==> src/common/sgcr_pkg.sv <==
package sgcr_pkg;
	localparam logic [7:0] GC1_OFFSET = 8'h03;
	localparam logic [7:0] GC2_OFFSET = 8'h04;

	// Control one field positions
	localparam int GC1_AGING_BIT   = 2;
	localparam int GC1_FASTAGE_BIT = 1;
	localparam int GC1_BACKOFF_BIT = 0;
	// Control two field positions
	localparam int GC2_VLANDISC_BIT = 7;
	localparam int GC2_STORMDIS_BIT = 6;
	localparam int GC2_BPMODE_BIT   = 5;
	localparam int GC2_FAIR_BIT     = 4;
	localparam int GC2_NOCOLDROP_BIT = 3;
	localparam int GC2_HUGE_BIT     = 2;
	localparam int GC2_LEGALMAX_BIT = 1;

	// Values before straps are taken: the pads' own pulls
	localparam logic [7:0] GC1_RESET = 8'h04;
	localparam logic [7:0] GC2_RESET = 8'hf0;

	// Strap vector order
	localparam int STRAP_AGING   = 0;
	localparam int STRAP_BACKOFF = 1;
	localparam int STRAP_COLDROP = 2;
	localparam int STRAP_MAXSIZE = 3;
	localparam int STRAP_COUNT   = 4;
	localparam logic [3:0] STRAP_SETTLE_CYCLES = 4'h4;

	localparam logic [10:0] HUGE_MAX_BYTES     = 11'd1916;
	localparam logic [10:0] LEGAL_MAX_BYTES    = 11'd1536;
	localparam logic [10:0] TAGGED_MAX_BYTES   = 11'd1522;
	localparam logic [10:0] UNTAGGED_MAX_BYTES = 11'd1518;
	localparam logic [4:0]  EXCESS_COL_LIMIT   = 5'd16;

	localparam int CORE_CLK_HZ     = 40_000_000;
	localparam int FAST_AGE_US     = 800;
	localparam int FAST_AGE_CYCLES = FAST_AGE_US * (CORE_CLK_HZ / 1_000_000);
	localparam int MS_CYCLES       = CORE_CLK_HZ / 1000;
	localparam int NORMAL_AGE_S    = 300;
	localparam int NORMAL_AGE_MS   = NORMAL_AGE_S * 1000;

	typedef enum logic [1:0] {
		SGCR_SETTLE = 2'b01,
		SGCR_RUN    = 2'b10
	} sgcr_strap_state_t;
endpackage

==> src/core/sgcr_global_ctrl.sv <==
`timescale 1ns/1ps
module sgcr_global_ctrl
	import sgcr_pkg::*;
#(
	parameter int FAST_CYCLES = sgcr_pkg::FAST_AGE_CYCLES,
	parameter int MS_TICK     = sgcr_pkg::MS_CYCLES,
	parameter int NORMAL_MS   = sgcr_pkg::NORMAL_AGE_MS
) (
	input  wire logic        core_clk,
	input  wire logic        reset_n,
	input  wire logic        aging_strap_pin,
	input  wire logic        backoff_strap_pin,
	input  wire logic        collision_drop_strap_pin,
	input  wire logic        max_size_strap_pin,
	input  wire logic [7:0]  regAddr,
	input  wire logic        regWrEn,
	input  wire logic [7:0]  regWrData,
	input  wire logic        regRdEn,
	output logic      [7:0]  regRdData,
	output logic             regRdValid,
	output logic             strapDone,
	output logic             agingActive,
	output logic             ageStrobe,
	output logic             aggressiveBackoff,
	output logic             bpCarrierSense,
	input  wire logic        fwdReqValid,
	input  wire logic        fwdKnownUnicast,
	input  wire logic        fwdCrossVlan,
	output logic             fwdValid,
	output logic             fwdPermit,
	input  wire logic        dstAddrValid,
	input  wire logic [47:0] dstAddr,
	output logic             stormCount,
	input  wire logic        contention,
	output logic             dropNonFcPort,
	output logic             holdFcPort,
	input  wire logic        colEvent,
	input  wire logic [4:0]  colCount,
	output logic             colRetry,
	output logic             colDrop,
	input  wire logic        rxFrameDone,
	input  wire logic [10:0] rxFrameLen,
	input  wire logic        rxFrameTagged,
	output logic             rxFrameAccept,
	output logic             rxFrameOversize
);
	import sgcr_pkg::*;

	if (FAST_CYCLES < 1 || MS_TICK < 1 || NORMAL_MS < 1) begin : g_bad_param
		$error("sgcr_global_ctrl aging counts must be at least one");
	end

	// Strap capture
	logic [STRAP_COUNT-1:0] strapPins;
	logic [STRAP_COUNT-1:0] strapStable;
	sgcr_strap_state_t      strapState_r;
	sgcr_strap_state_t      strapState_nxt;
	logic [3:0]             settleCnt_r;
	logic [3:0]             settleCnt_nxt;
	logic                   strapLoad;

	assign strapPins[STRAP_AGING]   = aging_strap_pin;
	assign strapPins[STRAP_BACKOFF] = backoff_strap_pin;
	assign strapPins[STRAP_COLDROP] = collision_drop_strap_pin;
	assign strapPins[STRAP_MAXSIZE] = max_size_strap_pin;

	sgcr_strap_sync #(
		.WIDTH(STRAP_COUNT)
	) u_strap_sync (
		.core_clk (core_clk),
		.reset_n  (reset_n),
		.pinIn    (strapPins),
		.pullLevel(4'h1),
		.pinStable(strapStable)
	);

	// Wait for the synchroniser to fill before trusting the pins
	always_comb begin
		strapState_nxt = strapState_r;
		settleCnt_nxt  = settleCnt_r;
		strapLoad      = 1'b0;
		case (strapState_r)
			SGCR_SETTLE: begin
				if (settleCnt_r == STRAP_SETTLE_CYCLES) begin
					strapLoad      = 1'b1;
					strapState_nxt = SGCR_RUN;
				end else begin
					settleCnt_nxt = settleCnt_r + 4'h1;
				end
			end
			SGCR_RUN: begin
				strapState_nxt = SGCR_RUN;
			end
			default: begin
				strapState_nxt = SGCR_SETTLE;
				settleCnt_nxt  = 4'h0;
			end
		endcase
	end

	always_ff @(posedge core_clk or negedge reset_n) begin
		if (!reset_n) begin
			strapState_r <= SGCR_SETTLE;
			settleCnt_r  <= 4'h0;
		end else begin
			strapState_r <= strapState_nxt;
			settleCnt_r  <= settleCnt_nxt;
		end
	end

	// Register file
	logic [7:0] gc1_r;
	logic [7:0] gc1_nxt;
	logic [7:0] gc2_r;
	logic [7:0] gc2_nxt;
	logic [7:0] rdData_r;
	logic [7:0] rdData_nxt;
	logic       rdValid_r;
	logic       strapDone_r;

	function automatic logic [7:0] readMux(input logic [7:0] addr, input logic [7:0] c1,
		input logic [7:0] c2);
		if (addr == GC1_OFFSET) begin
			readMux = c1;
		end else if (addr == GC2_OFFSET) begin
			readMux = c2;
		end else begin
			readMux = 8'h00;
		end
	endfunction

	always_comb begin
		gc1_nxt = gc1_r;
		gc2_nxt = gc2_r;
		if (strapLoad) begin
			gc1_nxt[GC1_AGING_BIT]    = strapStable[STRAP_AGING];
			gc1_nxt[GC1_BACKOFF_BIT]  = strapStable[STRAP_BACKOFF];
			gc2_nxt[GC2_NOCOLDROP_BIT] = strapStable[STRAP_COLDROP];
			gc2_nxt[GC2_LEGALMAX_BIT] = strapStable[STRAP_MAXSIZE];
		end else if (regWrEn && regAddr == GC1_OFFSET) begin
			gc1_nxt = regWrData;
		end else if (regWrEn && regAddr == GC2_OFFSET) begin
			gc2_nxt = regWrData;
		end
		rdData_nxt = regRdEn ? readMux(regAddr, gc1_r, gc2_r) : rdData_r;
	end

	always_ff @(posedge core_clk or negedge reset_n) begin
		if (!reset_n) begin
			gc1_r       <= GC1_RESET;
			gc2_r       <= GC2_RESET;
			rdData_r    <= 8'h00;
			rdValid_r   <= 1'b0;
			strapDone_r <= 1'b0;
		end else begin
			gc1_r       <= gc1_nxt;
			gc2_r       <= gc2_nxt;
			rdData_r    <= rdData_nxt;
			rdValid_r   <= regRdEn;
			strapDone_r <= strapDone_r | strapLoad;
		end
	end

	// Aging timer: normal period runs on a millisecond prescale, 300 s does not fit 32 bits
	logic [31:0] fastCnt_r;
	logic [31:0] fastCnt_nxt;
	logic [31:0] msCnt_r;
	logic [31:0] msCnt_nxt;
	logic [31:0] ageMs_r;
	logic [31:0] ageMs_nxt;
	logic        ageStrobe_r;
	logic        ageStrobe_nxt;
	logic        agingEn;
	logic        fastAge;

	assign agingEn = gc1_r[GC1_AGING_BIT];
	assign fastAge = gc1_r[GC1_FASTAGE_BIT];

	always_comb begin
		fastCnt_nxt   = 32'h0;
		msCnt_nxt     = 32'h0;
		ageMs_nxt     = 32'h0;
		ageStrobe_nxt = 1'b0;
		if (!agingEn) begin
			ageStrobe_nxt = 1'b0;
		end else if (fastAge) begin
			if (fastCnt_r == 32'(FAST_CYCLES - 1)) begin
				ageStrobe_nxt = 1'b1;
			end else begin
				fastCnt_nxt = fastCnt_r + 32'h1;
			end
		end else begin
			ageMs_nxt = ageMs_r;
			if (msCnt_r == 32'(MS_TICK - 1)) begin
				if (ageMs_r == 32'(NORMAL_MS - 1)) begin
					ageStrobe_nxt = 1'b1;
					ageMs_nxt     = 32'h0;
				end else begin
					ageMs_nxt = ageMs_r + 32'h1;
				end
			end else begin
				msCnt_nxt = msCnt_r + 32'h1;
			end
		end
	end

	always_ff @(posedge core_clk or negedge reset_n) begin
		if (!reset_n) begin
			fastCnt_r   <= 32'h0;
			msCnt_r     <= 32'h0;
			ageMs_r     <= 32'h0;
			ageStrobe_r <= 1'b0;
		end else begin
			fastCnt_r   <= fastCnt_nxt;
			msCnt_r     <= msCnt_nxt;
			ageMs_r     <= ageMs_nxt;
			ageStrobe_r <= ageStrobe_nxt;
		end
	end

	// Forwarding, storm, contention, collision and frame size decisions
	logic        agingActive_r;
	logic        backoff_r;
	logic        bpCs_r;
	logic        fwdValid_r;
	logic        fwdPermit_r;
	logic        fwdPermit_nxt;
	logic        storm_r;
	logic        storm_nxt;
	logic        dropNonFc_r;
	logic        dropNonFc_nxt;
	logic        holdFc_r;
	logic        holdFc_nxt;
	logic        colRetry_r;
	logic        colRetry_nxt;
	logic        colDrop_r;
	logic        colDrop_nxt;
	logic        rxAccept_r;
	logic        rxAccept_nxt;
	logic        rxOver_r;
	logic        rxOver_nxt;
	logic [10:0] maxLen;

	always_comb begin
		if (gc2_r[GC2_HUGE_BIT]) begin
			maxLen = HUGE_MAX_BYTES;
		end else if (gc2_r[GC2_LEGALMAX_BIT]) begin
			maxLen = LEGAL_MAX_BYTES;
		end else begin
			maxLen = rxFrameTagged ? TAGGED_MAX_BYTES : UNTAGGED_MAX_BYTES;
		end
		rxAccept_nxt = rxFrameDone && (rxFrameLen <= maxLen);
		rxOver_nxt   = rxFrameDone && (rxFrameLen > maxLen);

		// Cross-boundary frames pass only as known unicast with discard off
		fwdPermit_nxt = !fwdCrossVlan ||
			(!gc2_r[GC2_VLANDISC_BIT] && fwdKnownUnicast);

		storm_nxt = dstAddrValid && ((&dstAddr) ||
			(!gc2_r[GC2_STORMDIS_BIT] && dstAddr[40]));

		dropNonFc_nxt = contention && gc2_r[GC2_FAIR_BIT];
		holdFc_nxt    = contention && !gc2_r[GC2_FAIR_BIT];

		colRetry_nxt = colEvent && (colCount >= EXCESS_COL_LIMIT)
			&& gc2_r[GC2_NOCOLDROP_BIT];
		colDrop_nxt  = colEvent && (colCount >= EXCESS_COL_LIMIT)
			&& !gc2_r[GC2_NOCOLDROP_BIT];
	end

	always_ff @(posedge core_clk or negedge reset_n) begin
		if (!reset_n) begin
			agingActive_r <= 1'b0;
			backoff_r     <= 1'b0;
			bpCs_r        <= 1'b0;
			fwdValid_r    <= 1'b0;
			fwdPermit_r   <= 1'b0;
			storm_r       <= 1'b0;
			dropNonFc_r   <= 1'b0;
			holdFc_r      <= 1'b0;
			colRetry_r    <= 1'b0;
			colDrop_r     <= 1'b0;
			rxAccept_r    <= 1'b0;
			rxOver_r      <= 1'b0;
		end else begin
			agingActive_r <= agingEn;
			backoff_r     <= gc1_r[GC1_BACKOFF_BIT];
			bpCs_r        <= gc2_r[GC2_BPMODE_BIT];
			fwdValid_r    <= fwdReqValid;
			fwdPermit_r   <= fwdReqValid && fwdPermit_nxt;
			storm_r       <= storm_nxt;
			dropNonFc_r   <= dropNonFc_nxt;
			holdFc_r      <= holdFc_nxt;
			colRetry_r    <= colRetry_nxt;
			colDrop_r     <= colDrop_nxt;
			rxAccept_r    <= rxAccept_nxt;
			rxOver_r      <= rxOver_nxt;
		end
	end

	assign regRdData         = rdData_r;
	assign regRdValid        = rdValid_r;
	assign strapDone         = strapDone_r;
	assign agingActive       = agingActive_r;
	assign ageStrobe         = ageStrobe_r;
	assign aggressiveBackoff = backoff_r;
	assign bpCarrierSense    = bpCs_r;
	assign fwdValid          = fwdValid_r;
	assign fwdPermit         = fwdPermit_r;
	assign stormCount        = storm_r;
	assign dropNonFcPort     = dropNonFc_r;
	assign holdFcPort        = holdFc_r;
	assign colRetry          = colRetry_r;
	assign colDrop           = colDrop_r;
	assign rxFrameAccept     = rxAccept_r;
	assign rxFrameOversize   = rxOver_r;
endmodule // sgcr_global_ctrl

==> src/core/sgcr_strap_sync.sv <==
`timescale 1ns/1ps
module sgcr_strap_sync #(
	parameter int WIDTH = 4
) (
	input  wire logic             core_clk,
	input  wire logic             reset_n,
	input  wire logic [WIDTH-1:0] pinIn,
	input  wire logic [WIDTH-1:0] pullLevel,
	output logic      [WIDTH-1:0] pinStable
);
	logic [WIDTH-1:0] stage1_r;
	logic [WIDTH-1:0] stage2_r;
	logic [WIDTH-1:0] stage3_r;
	logic [WIDTH-1:0] stable_r;
	logic [WIDTH-1:0] stable_nxt;

	if (WIDTH < 1) begin : g_bad_width
		$error("sgcr_strap_sync needs WIDTH of at least one");
	end

	// Stable value only moves when the last two stages agree
	always_comb begin
		for (int i = 0; i < WIDTH; i++) begin
			stable_nxt[i] = (stage2_r[i] == stage3_r[i]) ? stage3_r[i] : stable_r[i];
		end
	end

	// Pull level is not used: reset clears every stage and the stable value to zero, not to the pull level
	always_ff @(posedge core_clk or negedge reset_n) begin
		if (!reset_n) begin
			stage1_r <= '0;
			stage2_r <= '0;
			stage3_r <= '0;
			stable_r <= '0;
		end else begin
			stage1_r <= pinIn;
			stage2_r <= stage1_r;
			stage3_r <= stage2_r;
			stable_r <= stable_nxt;
		end
	end

	assign pinStable = stable_r;
endmodule // sgcr_strap_sync

==> config.mk <==
export PLATFORM = sky130hd
export DESIGN_NAME = sgcr_global_ctrl
export DESIGN_NICKNAME = d
export VERILOG_FILES = /design/src/common/sgcr_pkg.sv /design/src/core/sgcr_global_ctrl.sv /design/src/core/sgcr_strap_sync.sv
export SDC_FILE = /design/constraint.sdc
export NUM_CORES = 1
export LEC_CHECK = 0
export BUFFER_PORTS_ARGS = -buffer_cell sky130_fd_sc_hd__buf_4
export CORE_MARGIN = 2
export CORE_UTILIZATION = 50
export CTS_CLUSTER_DIAMETER = 200
export DETAILED_ROUTE_END_ITERATION = 10
export PLACE_DENSITY = 0.75
export SYNTH_ARGS = -nofsm -noshare
export SYNTH_HDL_FRONTEND = slang
export SYNTH_SLANG_ARGS = --single-unit
==> constraint.sdc <==
create_clock -name core_clk -period 2.1 [get_ports core_clk]
set_input_delay 0.315 -clock core_clk [delete_from_list [all_inputs] [get_ports core_clk]]
set_output_delay 0.315 -clock core_clk [all_outputs]
set_load 0.01 [all_outputs]
Word level (Yosys, flattened, before mapping). Cells that the tools add are included.

Add/subtract/negate cells: 4. Magnitude comparators: 3. Equality and inequality tests: 16. Mux-type cells: 33. Bitwise gates (word level): 4. Reductions and logical operators: 27.

Operator list (count): $mux 32 (10); $add 32x1->32 const B (3); $reduce_and 48->1 (1); $eq 32x15->1 const B (1); $eq 32x16->1 const B (1); $eq 32x19->1 const B (1); $mux 10 (2); $mux 8 (2); $logic_and 1x1->1 (13); $mux 4 (3); $gt 11x11->1 (1); $le 11x11->1 (1); $mux 1 (11); $eq 8x2->1 const B (1); $eq 8x3->1 const B (1); $pmux 4 s2 (1); $ne 2x2->1 const B (3); $reduce_and 2->1 (3); $ge 5x5->1 const B (1); $logic_not 1->1 (5); $mux 5 (1); $add 4x1->4 const B (1); $eq 1x1->1 (4); $eq 4x3->1 const B (1); 11 further kinds (15).

Bits in registers: 157. Input port bits: 96. Logic and storage cells: 119.

Depth between registers and ports, before layout. Gate-level depths: netlist of run 1.

Depth in word-level cells: 5. Depth in mapped cells: 9. Depth with buffers taken out: 9.

Modules after synthesis. From an unflattened synthesis of run 1, not the netlist that was laid out.

Cells, all modules: 749. Area, all modules: 7622.3 µm².

By module, submodules not included: sgcr_global_ctrl (times used 1, cells an instance 729, area an instance 7176.9 µm²); sgcr_strap_sync (times used 1, cells an instance 20, area an instance 445.4 µm²).

Worst setup path after synthesis of run 1. OpenSTA, ideal clock, no wires.

Path kind: input to register. Start: in regAddr[4]. End: reg gc1_r[1]. Setup time: 125 ps. Arrival: 2139 ps. Required time: 1975 ps. Slack: -164 ps. Cell stages on the path: 5. Cell sequence: or4_1 > nor4_2 > and3_1 > buf_2 > mux2_2.

Cells in the longest elaborated chain, start to end: 3.

RTL lines: start: declaration (RTL line sgcr_global_ctrl.sv:15) `input wire logic [7:0] regAddr,`; $eq 8x2->1 (RTL line sgcr_global_ctrl.sv:140) `end else if (regWrEn && regAddr == GC1_OFFSET) begin`; $logic_and 1x1->1 (RTL line sgcr_global_ctrl.sv:140); $reduce_and 2->1 (no line); end signal: assignment (RTL line sgcr_global_ctrl.sv:156) `gc1_r <= gc1_nxt;`; end: declaration (RTL line sgcr_global_ctrl.sv:112) `logic [7:0] gc1_r;`.

Every way passes these cells. A chain may end at the register's enable or synchronous reset.

Worst setup path in the final report of run 1.
Start: reg msCnt_r[29]. End: reg ageMs_r[10].

Cells in the longest elaborated chain, start to end: 2.

RTL lines: start: declaration (RTL line sgcr_global_ctrl.sv:167) `logic [31:0] msCnt_r;`; start signal: assignment (RTL line sgcr_global_ctrl.sv:215) `msCnt_r <= msCnt_nxt;`; $eq 32x16->1 (RTL line sgcr_global_ctrl.sv:194) `if (msCnt_r == 32'(MS_TICK - 1)) begin`; $ne 3x2->1 (no line); end signal: assignment (RTL line sgcr_global_ctrl.sv:216) `ageMs_r <= ageMs_nxt;`; end: declaration (RTL line sgcr_global_ctrl.sv:169) `logic [31:0] ageMs_r;`.

Every way passes these cells.

==> flow_summary.ini, run 1 <==
[setup_path]
cpPeakStageDelay_ps = 410
cp.arrival_ps = 2620
r2r-end = ageMs_r[10]
critical_path_class = flip-flop to flip-flop
path_max_fanout = 4
required_ps = 2450
r2r_start = msCnt_r[29]
cp_num_buf_inv = 2
worst_setup_path_start_kind = flip-flop
cpMaxStageDelayCell = dfrtp_1
r2r_slack_ps = -170
reg2reg_depth = 8
critPathCaptureType = flip-flop
crit_chain = nor4_4 > nand4_1 > buf_4 > buf_6 > o31ai_4 > nand2_1 > or3_1 > a21oi_2
crit_family = simple AND/OR/NAND/NOR gates

[sta]
grt_setup_unrepaired = true
hold_violations = 0
worst_pin_slew_ps = 467
worst_slack_ps = -165
finalSetupTns_ps = -1910
clock.fmax_mhz = 441
setup_viol_count_final = 24
finalCriticalPeriod_ps = 2270
post-route-period-util_pct = 108
slew_violations = 0
finalClockSkew_ps = 16.8
relSlewSlack_pct = 68.5

[drt]
dr.pass1.iters = 5
drt_iter0_drc = 555
via_count = 6432
drtAntennaViolNets = 0
vias_per_cell = 5.61
post_drt_wl_per_cell_um = 16.8
drc = 0
drt-total-wl_um = 19300

[finish]
finalInstanceArea_mm2 = 0.0103
finalNetCount = 1061
post_layout_nonfiller_instances = 1147
drive_above_1_share_pct = 32.3
area_growth_pct = 37.7

[place]
preCtsSetupSlack_ps = -191
gp_congestion = 0.881
dp_cells = 1098
dp_hpwl_um = 12800
portBuffers = 114
dpl-instance-area_mm2 = 0.00917

[power_and_ir_drop]
ir_drop_mv = 0.463
p_total_mw = 6.67
leakage_nw = 4.61
p_per_area_mw_per_mm2 = 647

[clocking]
cts_buffers = 17
tritoncts = done
h-tree-depth = 4
cts_root_buf = clkbuf_16
clock_path_buffers = 2
cts.reportedPaths.clkPinSlew_ps = 70
clock_sinks = 157
worstSkewPairLatency_ps = 430

[worst_hold_path]
worstHoldEndpoint = fwdValid
min_path_type = input port to flip-flop
hold_start = fwdReqValid
hold_depth = 1

[run_status]
violations = negative setup slack
status = finished with violations

[logic_synthesis]
yosys_register_bits = 157
yosys.area.top_type = dfrtp_1
ys.flop_type = dfrtp_1
synth_top_cell_area_share_pct = 50.5
syn_inst = 744
syn-cell-area_mm2 = 0.00749
synth-compound-area-share_pct = 5.30
ys_top_cells_by_area = dfrtp_1 (50%), nor2_1 (6.3%), xor2_1 (5.4%)
yosys.area_share.adder_pct = 3.21
muxShareOfSynthArea_pct = 2.49
yosysSeqAreaShare_pct = 52.6
synth_area_per_cell_um2 = 10.1
synth_edf_count = 0
yosys.area_share.xor_xnor_pct = 9.47
async_reset_ff_share_pct = 100
synth-simple-area-share_pct = 24.7
synth_top_family_by_area = simple AND/OR/NAND/NOR gates
synth.net_count = 856
yosysWarnings = 0
ys_types = 48

[global_route]
grt_first_pass_wirelength_um = 29500
grt_pass1_vias = 6073
grt_overflow = 0
grt_antenna_before_repair = 1
track_usage_pct = 23.2
grt_max_degree = 52

[die]
rows = 44
die_y_um = 126
dieArea_mm2 = 0.0160
pin_count = 119
die_x_um = 126
coreArea_mm2 = 0.0146
start_util_pct = 51.3

[flow_run]
max_cap_viol_count = 0
==> kinds of logic after synthesis <==
kind of cell	count (synthesis)
buffers and inverters	45
flip-flops	157
adder cells (fa/ha/maj)	20
AND/OR/NAND/NOR	359
multiplexers	17
XOR/XNOR	81
AO/OA/AOI/OAI	65
==> synthesized netlist by cell type, types with 3 or more instances <==
cell      number
xnor2_1       35
or3_1          9
and3_1        19
dfrtp_1      151
nand3_1       43
inv_1         21
clkbuf_1      20
nor4_2         3
nor4_1        27
a22oi_1        9
nor2_1       126
nor3_1        12
xor2_1        46
nand4_1       45
and2_1         4
nor4b_1        5
maj3_1         4
nor2b_1        5
nand2b_1       4
nand2_1       36
a21oi_1       28
ha_1          16
a21o_1         3
a21boi_0       4
or4_1          7
o21ai_0       10
mux2i_1        4
dfstp_2        6
and4_1         6
buf_2          4
mux2_2        13
==> sequential cells by signal, indices dropped and copies added (netlist names), 2 cells and up <==
signal                  count
ageMs_r                    32
fastCnt_r                  32
gc1_r                       8
gc2_r                       8
msCnt_r                    32
regRdData                   8
settleCnt_r                 4
strapState_r                2
u_strap_sync.pinStable      4
u_strap_sync.stage1_r       4
u_strap_sync.stage2_r       4
u_strap_sync.stage3_r       4
==> power breakdown <==
part	internal (mW)	total (mW)	switching, mW
clock	1.65	2.95	1.30
sequential	3.10	3.15	0.0477
combinational	0.294	0.572	0.278
total	5.04	6.67	1.63
==> worst register-to-register path, cell delays in order, from the launching register on <==
cell and delay (ps):
dfrtp_1 410, nor4_4 330, nand4_1 210, buf_4 190, buf_6 120, o31ai_4 350, nand2_1 120, or3_1 330
a21oi_2 130
==> how the worst max path moves through the flow <==
| stage | start | cells past startpoint | endpoint |
|---|---|---|---|
| 6_report | msCnt_r[29] | 8 | ageMs_r[10] |
| 5_1_grt | msCnt_r[29] | 9 | ageMs_r[8] |
| 4_1_cts | msCnt_r[29] | 6 | ageMs_r[24] |
| 3_5_place_dp | msCnt_r[29] | 6 | ageMs_r[24] |
| 3_3_place_gp | msCnt_r[13] | 6 | ageMs_r[24] |
| 2_1_floorplan | regAddr[3] | 5 | gc1_r[1] |
==> per-layer routing <==
layer | wire, um | GRT usage (%) | vias to the layer above
met3 | 1340 | 4.89 | 47
met4 | 384 | 9.18 | 0
met5 | 0 | 0 | -
met1 | 7750 | 29.5 | 3078
met2 | 9810 | 38.9 | 263
li1 | - | - | 3044
==> placed cells by master, fill, tap and decap left out, types with 5 or more instances in the layout <==
master         instances
dfrtp_1              151
nor4_4                 6
clkbuf_16             20
a21oi_1               24
nor2_1               121
nor2b_1                5
nand3_1               40
a22oi_1                9
buf_12                 6
inv_1                 20
nor3_4                 6
dlygate4sd3_1          5
dfstp_2                6
mux2_2                13
nand4_1               45
nand2_1               33
nor4_1                20
or4_1                  6
xnor2_1               33
and4_1                 6
buf_6                  7
ha_1                  14
nor3_1                 5
and3_1                18
buf_4                189
o21ai_0                9
or3_1                  7
xor2_1                45
==> stage by stage <==
step / util [%] / hold WS [ps]
finish: 70.7 / 18.1
CTS: 67.6 / 6.73
detailed placement: 62.8 / 284
global route: 70.7 / 3.16
global placement: 62.8 / 286
floorplan: - / 19.4
==> what timing repair did <==
| item | 4_1_cts | 5_1_grt |
|---|---|---|
| gates resized for setup | 12 | 65 |
| buffers inserted | 1 | 6 |
| cloned | 0 | 4 |
| setup endpoints to repair | 33 | 101 |
| pin swaps | 2 | 33 |
| endpoints found under the hold margin | 47 | 0 |
| hold buffers | 5 | 0 |
==> area by class of cell <==
class | count | area [um^2]
clock buffer | 17 | 425
inverter | 21 | 78.8
antenna | 1 | 2.50
tap | 184 | 230
multi-input combinational | 542 | 3750
timing repair buffer | 210 | 1740
clock inverter | 15 | 140
fill | 1065 | 4280
sequential | 157 | 3940
No activity file was read; power rests on OpenSTA's default activity.
==> run 2: changes to the inputs <==
Settings changed: PLACE_DENSITY 0.75 to 0.85, SLEW_MARGIN set to 10.
==> run 2 against run 1 <==
Net effect:
- the run still ends with negative setup slack left
- clock skew down 8.7 ps
- clock-buffer cell count unchanged
- global-route usage up 2.3 points
- clock power up 5%
- final cell count down 0.35%
- non-clock buffer count down 3
- sequential power about the same
==> flow_summary.ini, run 2 (synthesized netlist as in run 1, its figures left out) <==
[power_and_ir_drop]
clockPowerShare_pct = 45.8
ir_drop_mv = 0.639
power_frac_seq_pct = 46.3
internal_power_mw = 5.06
swShare_pct = 25.6
leakage_nw = 4.54
netSwitchingPower_mw = 1.74
power_frac_comb_pct = 8.0
p_per_area_mw_per_mm2 = 671

[setup_path]
cpPeakStageDelay_ps = 460
r2r-end = ageMs_r[26]
reg2reg_depth = 6
critical_path_class = flip-flop to flip-flop
crit_family = simple AND/OR/NAND/NOR gates
r2r_slack_ps = -170
cp_num_buf_inv = 0
r2r_start = msCnt_r[14]
cpMaxStageDelayCell = or4_4
path_max_fanout = 4
worst_setup_path_start_kind = flip-flop
required_ps = 2460
crit_chain = nor4bb_4 > nand3_2 > o31a_1 > or4_4 > or3_1 > a21oi_1
cp.arrival_ps = 2640
critPathCaptureType = flip-flop

[die]
pin_count = 119
dieArea_mm2 = 0.0160
die_y_um = 126
start_util_pct = 51.3
coreArea_mm2 = 0.0146
rows = 44
die_x_um = 126

[place]
dp_hpwl_um = 13500
dpl-instance-area_mm2 = 0.00916
gp_congestion = 0.902
dp_cells = 1099
portBuffers = 114

[sta]
finalClockSkew_ps = 8.05
post-route-period-util_pct = 108
grt_setup_unrepaired = true
slew_violations = 0
hold_violations = 0
finalSetupTns_ps = -362
clock.fmax_mhz = 440
relSlewSlack_pct = 64.3
worst_slack_ps = -175
setup_viol_count_final = 6
worst_pin_slew_ps = 530
finalCriticalPeriod_ps = 2270

[worst_hold_path]
hold_start = fwdReqValid
min_path_type = input port to flip-flop
hold_depth = 1
worstHoldEndpoint = fwdValid

[global_route]
grt_max_degree = 63
grt_overflow = 0
grt_antenna_before_repair = 0
grt_first_pass_wirelength_um = 32500
grt_pass1_vias = 6703
track_usage_pct = 25.5

[clocking]
h-tree-depth = 4
tritoncts = done
worstSkewPairLatency_ps = 440
cts.reportedPaths.clkPinSlew_ps = 70
clock_path_buffers = 2
cts_root_buf = clkbuf_16
cts_buffers = 17
clock_sinks = 157

[drt]
drtAntennaViolNets = 0
vias_per_cell = 5.85
dr.pass1.iters = 5
post_drt_wl_per_cell_um = 17.9
drc = 0
via_count = 6684
drt-total-wl_um = 20400
drt_iter0_drc = 545

[run_status]
violations = negative setup slack
status = finished with violations

[finish]
top_regs = ageMs_r (32), fastCnt_r (32), msCnt_r (32)
finalInstanceArea_mm2 = 0.0101
area_growth_pct = 35.3
post_layout_nonfiller_instances = 1143
final_util_pct = 69.5
drive_above_1_share_pct = 31.0
antenna_cells = 0
mostFrequentLayoutCells = buf_4 (195), dfrtp_1 (150), nor2_1 (124), xor2_1 (46), nand4_1 (45)
layout_commonest_cell = buf_4
finalNetCount = 1058

[flow_run]
max_cap_viol_count = 0
run 2: power by group through the flow:
stage               combinational (mW)  clock, mW  sequential, mW
finish                           0.542       3.11            3.15
global route                     0.587       3.31            3.15
CTS                              0.530       3.15            3.15
detailed placement               0.503          0            3.20
global placement                 0.483          0            3.19
floorplan                        0.154          0            3.20
run 2: through the flow:
step                      hold WS (ps)  worst slack (ps)  total power, mW
after floorplan                   19.4             -25.7             3.35
after global placement             262              -182             3.68
after detailed placement           266              -223             3.70
after CTS                         28.0              -157             6.83
after global routing              25.7              -246             7.05
final                             36.7              -175             6.80
run 2: cell type report:
cell class,count,area (um^2)
Inverter,21,78.8
Tap cell,184,230
Fill cell,975,4450
Timing Repair Buffer,207,1620
Clock inverter,15,174
Clock buffer,17,425
Sequential cell,157,3940
Multi-Input combinational cell,542,3670
run 2: routing by layer:
layer / part of all wire, % / global-route usage [%] / routed length [um]
met1: 38 / 30.0 / 7830
met4: 3.8 / 12.2 / 767
met5: 0 / 0 / 0
met3: 6.8 / 6.03 / 1380
met2: 51 / 43.9 / 10500
run 2: worst max path at each step:
stage	startpoint	to	slack, ps	cells after the start
after floorplan	regAddr[3]	gc1_r[1]	-30	5
after global placement	msCnt_r[13]	ageMs_r[24]	-180	6
final	msCnt_r[14]	ageMs_r[26]	-170	6
after CTS	msCnt_r[24]	ageMs_r[26]	-160	6
after detailed placement	msCnt_r[13]	ageMs_r[26]	-220	6
after global routing	msCnt_r[22]	ageMs_r[24]	-250	6
run 2: repair_timing:
item,4_1_cts,5_1_grt
endpoints found under the setup margin,35,95
gates cloned,0,1
hold buffers,5,0
pin swaps,5,10
buffers inserted,2,5
hold endpoints to repair,43,0
gates resized for setup,22,30
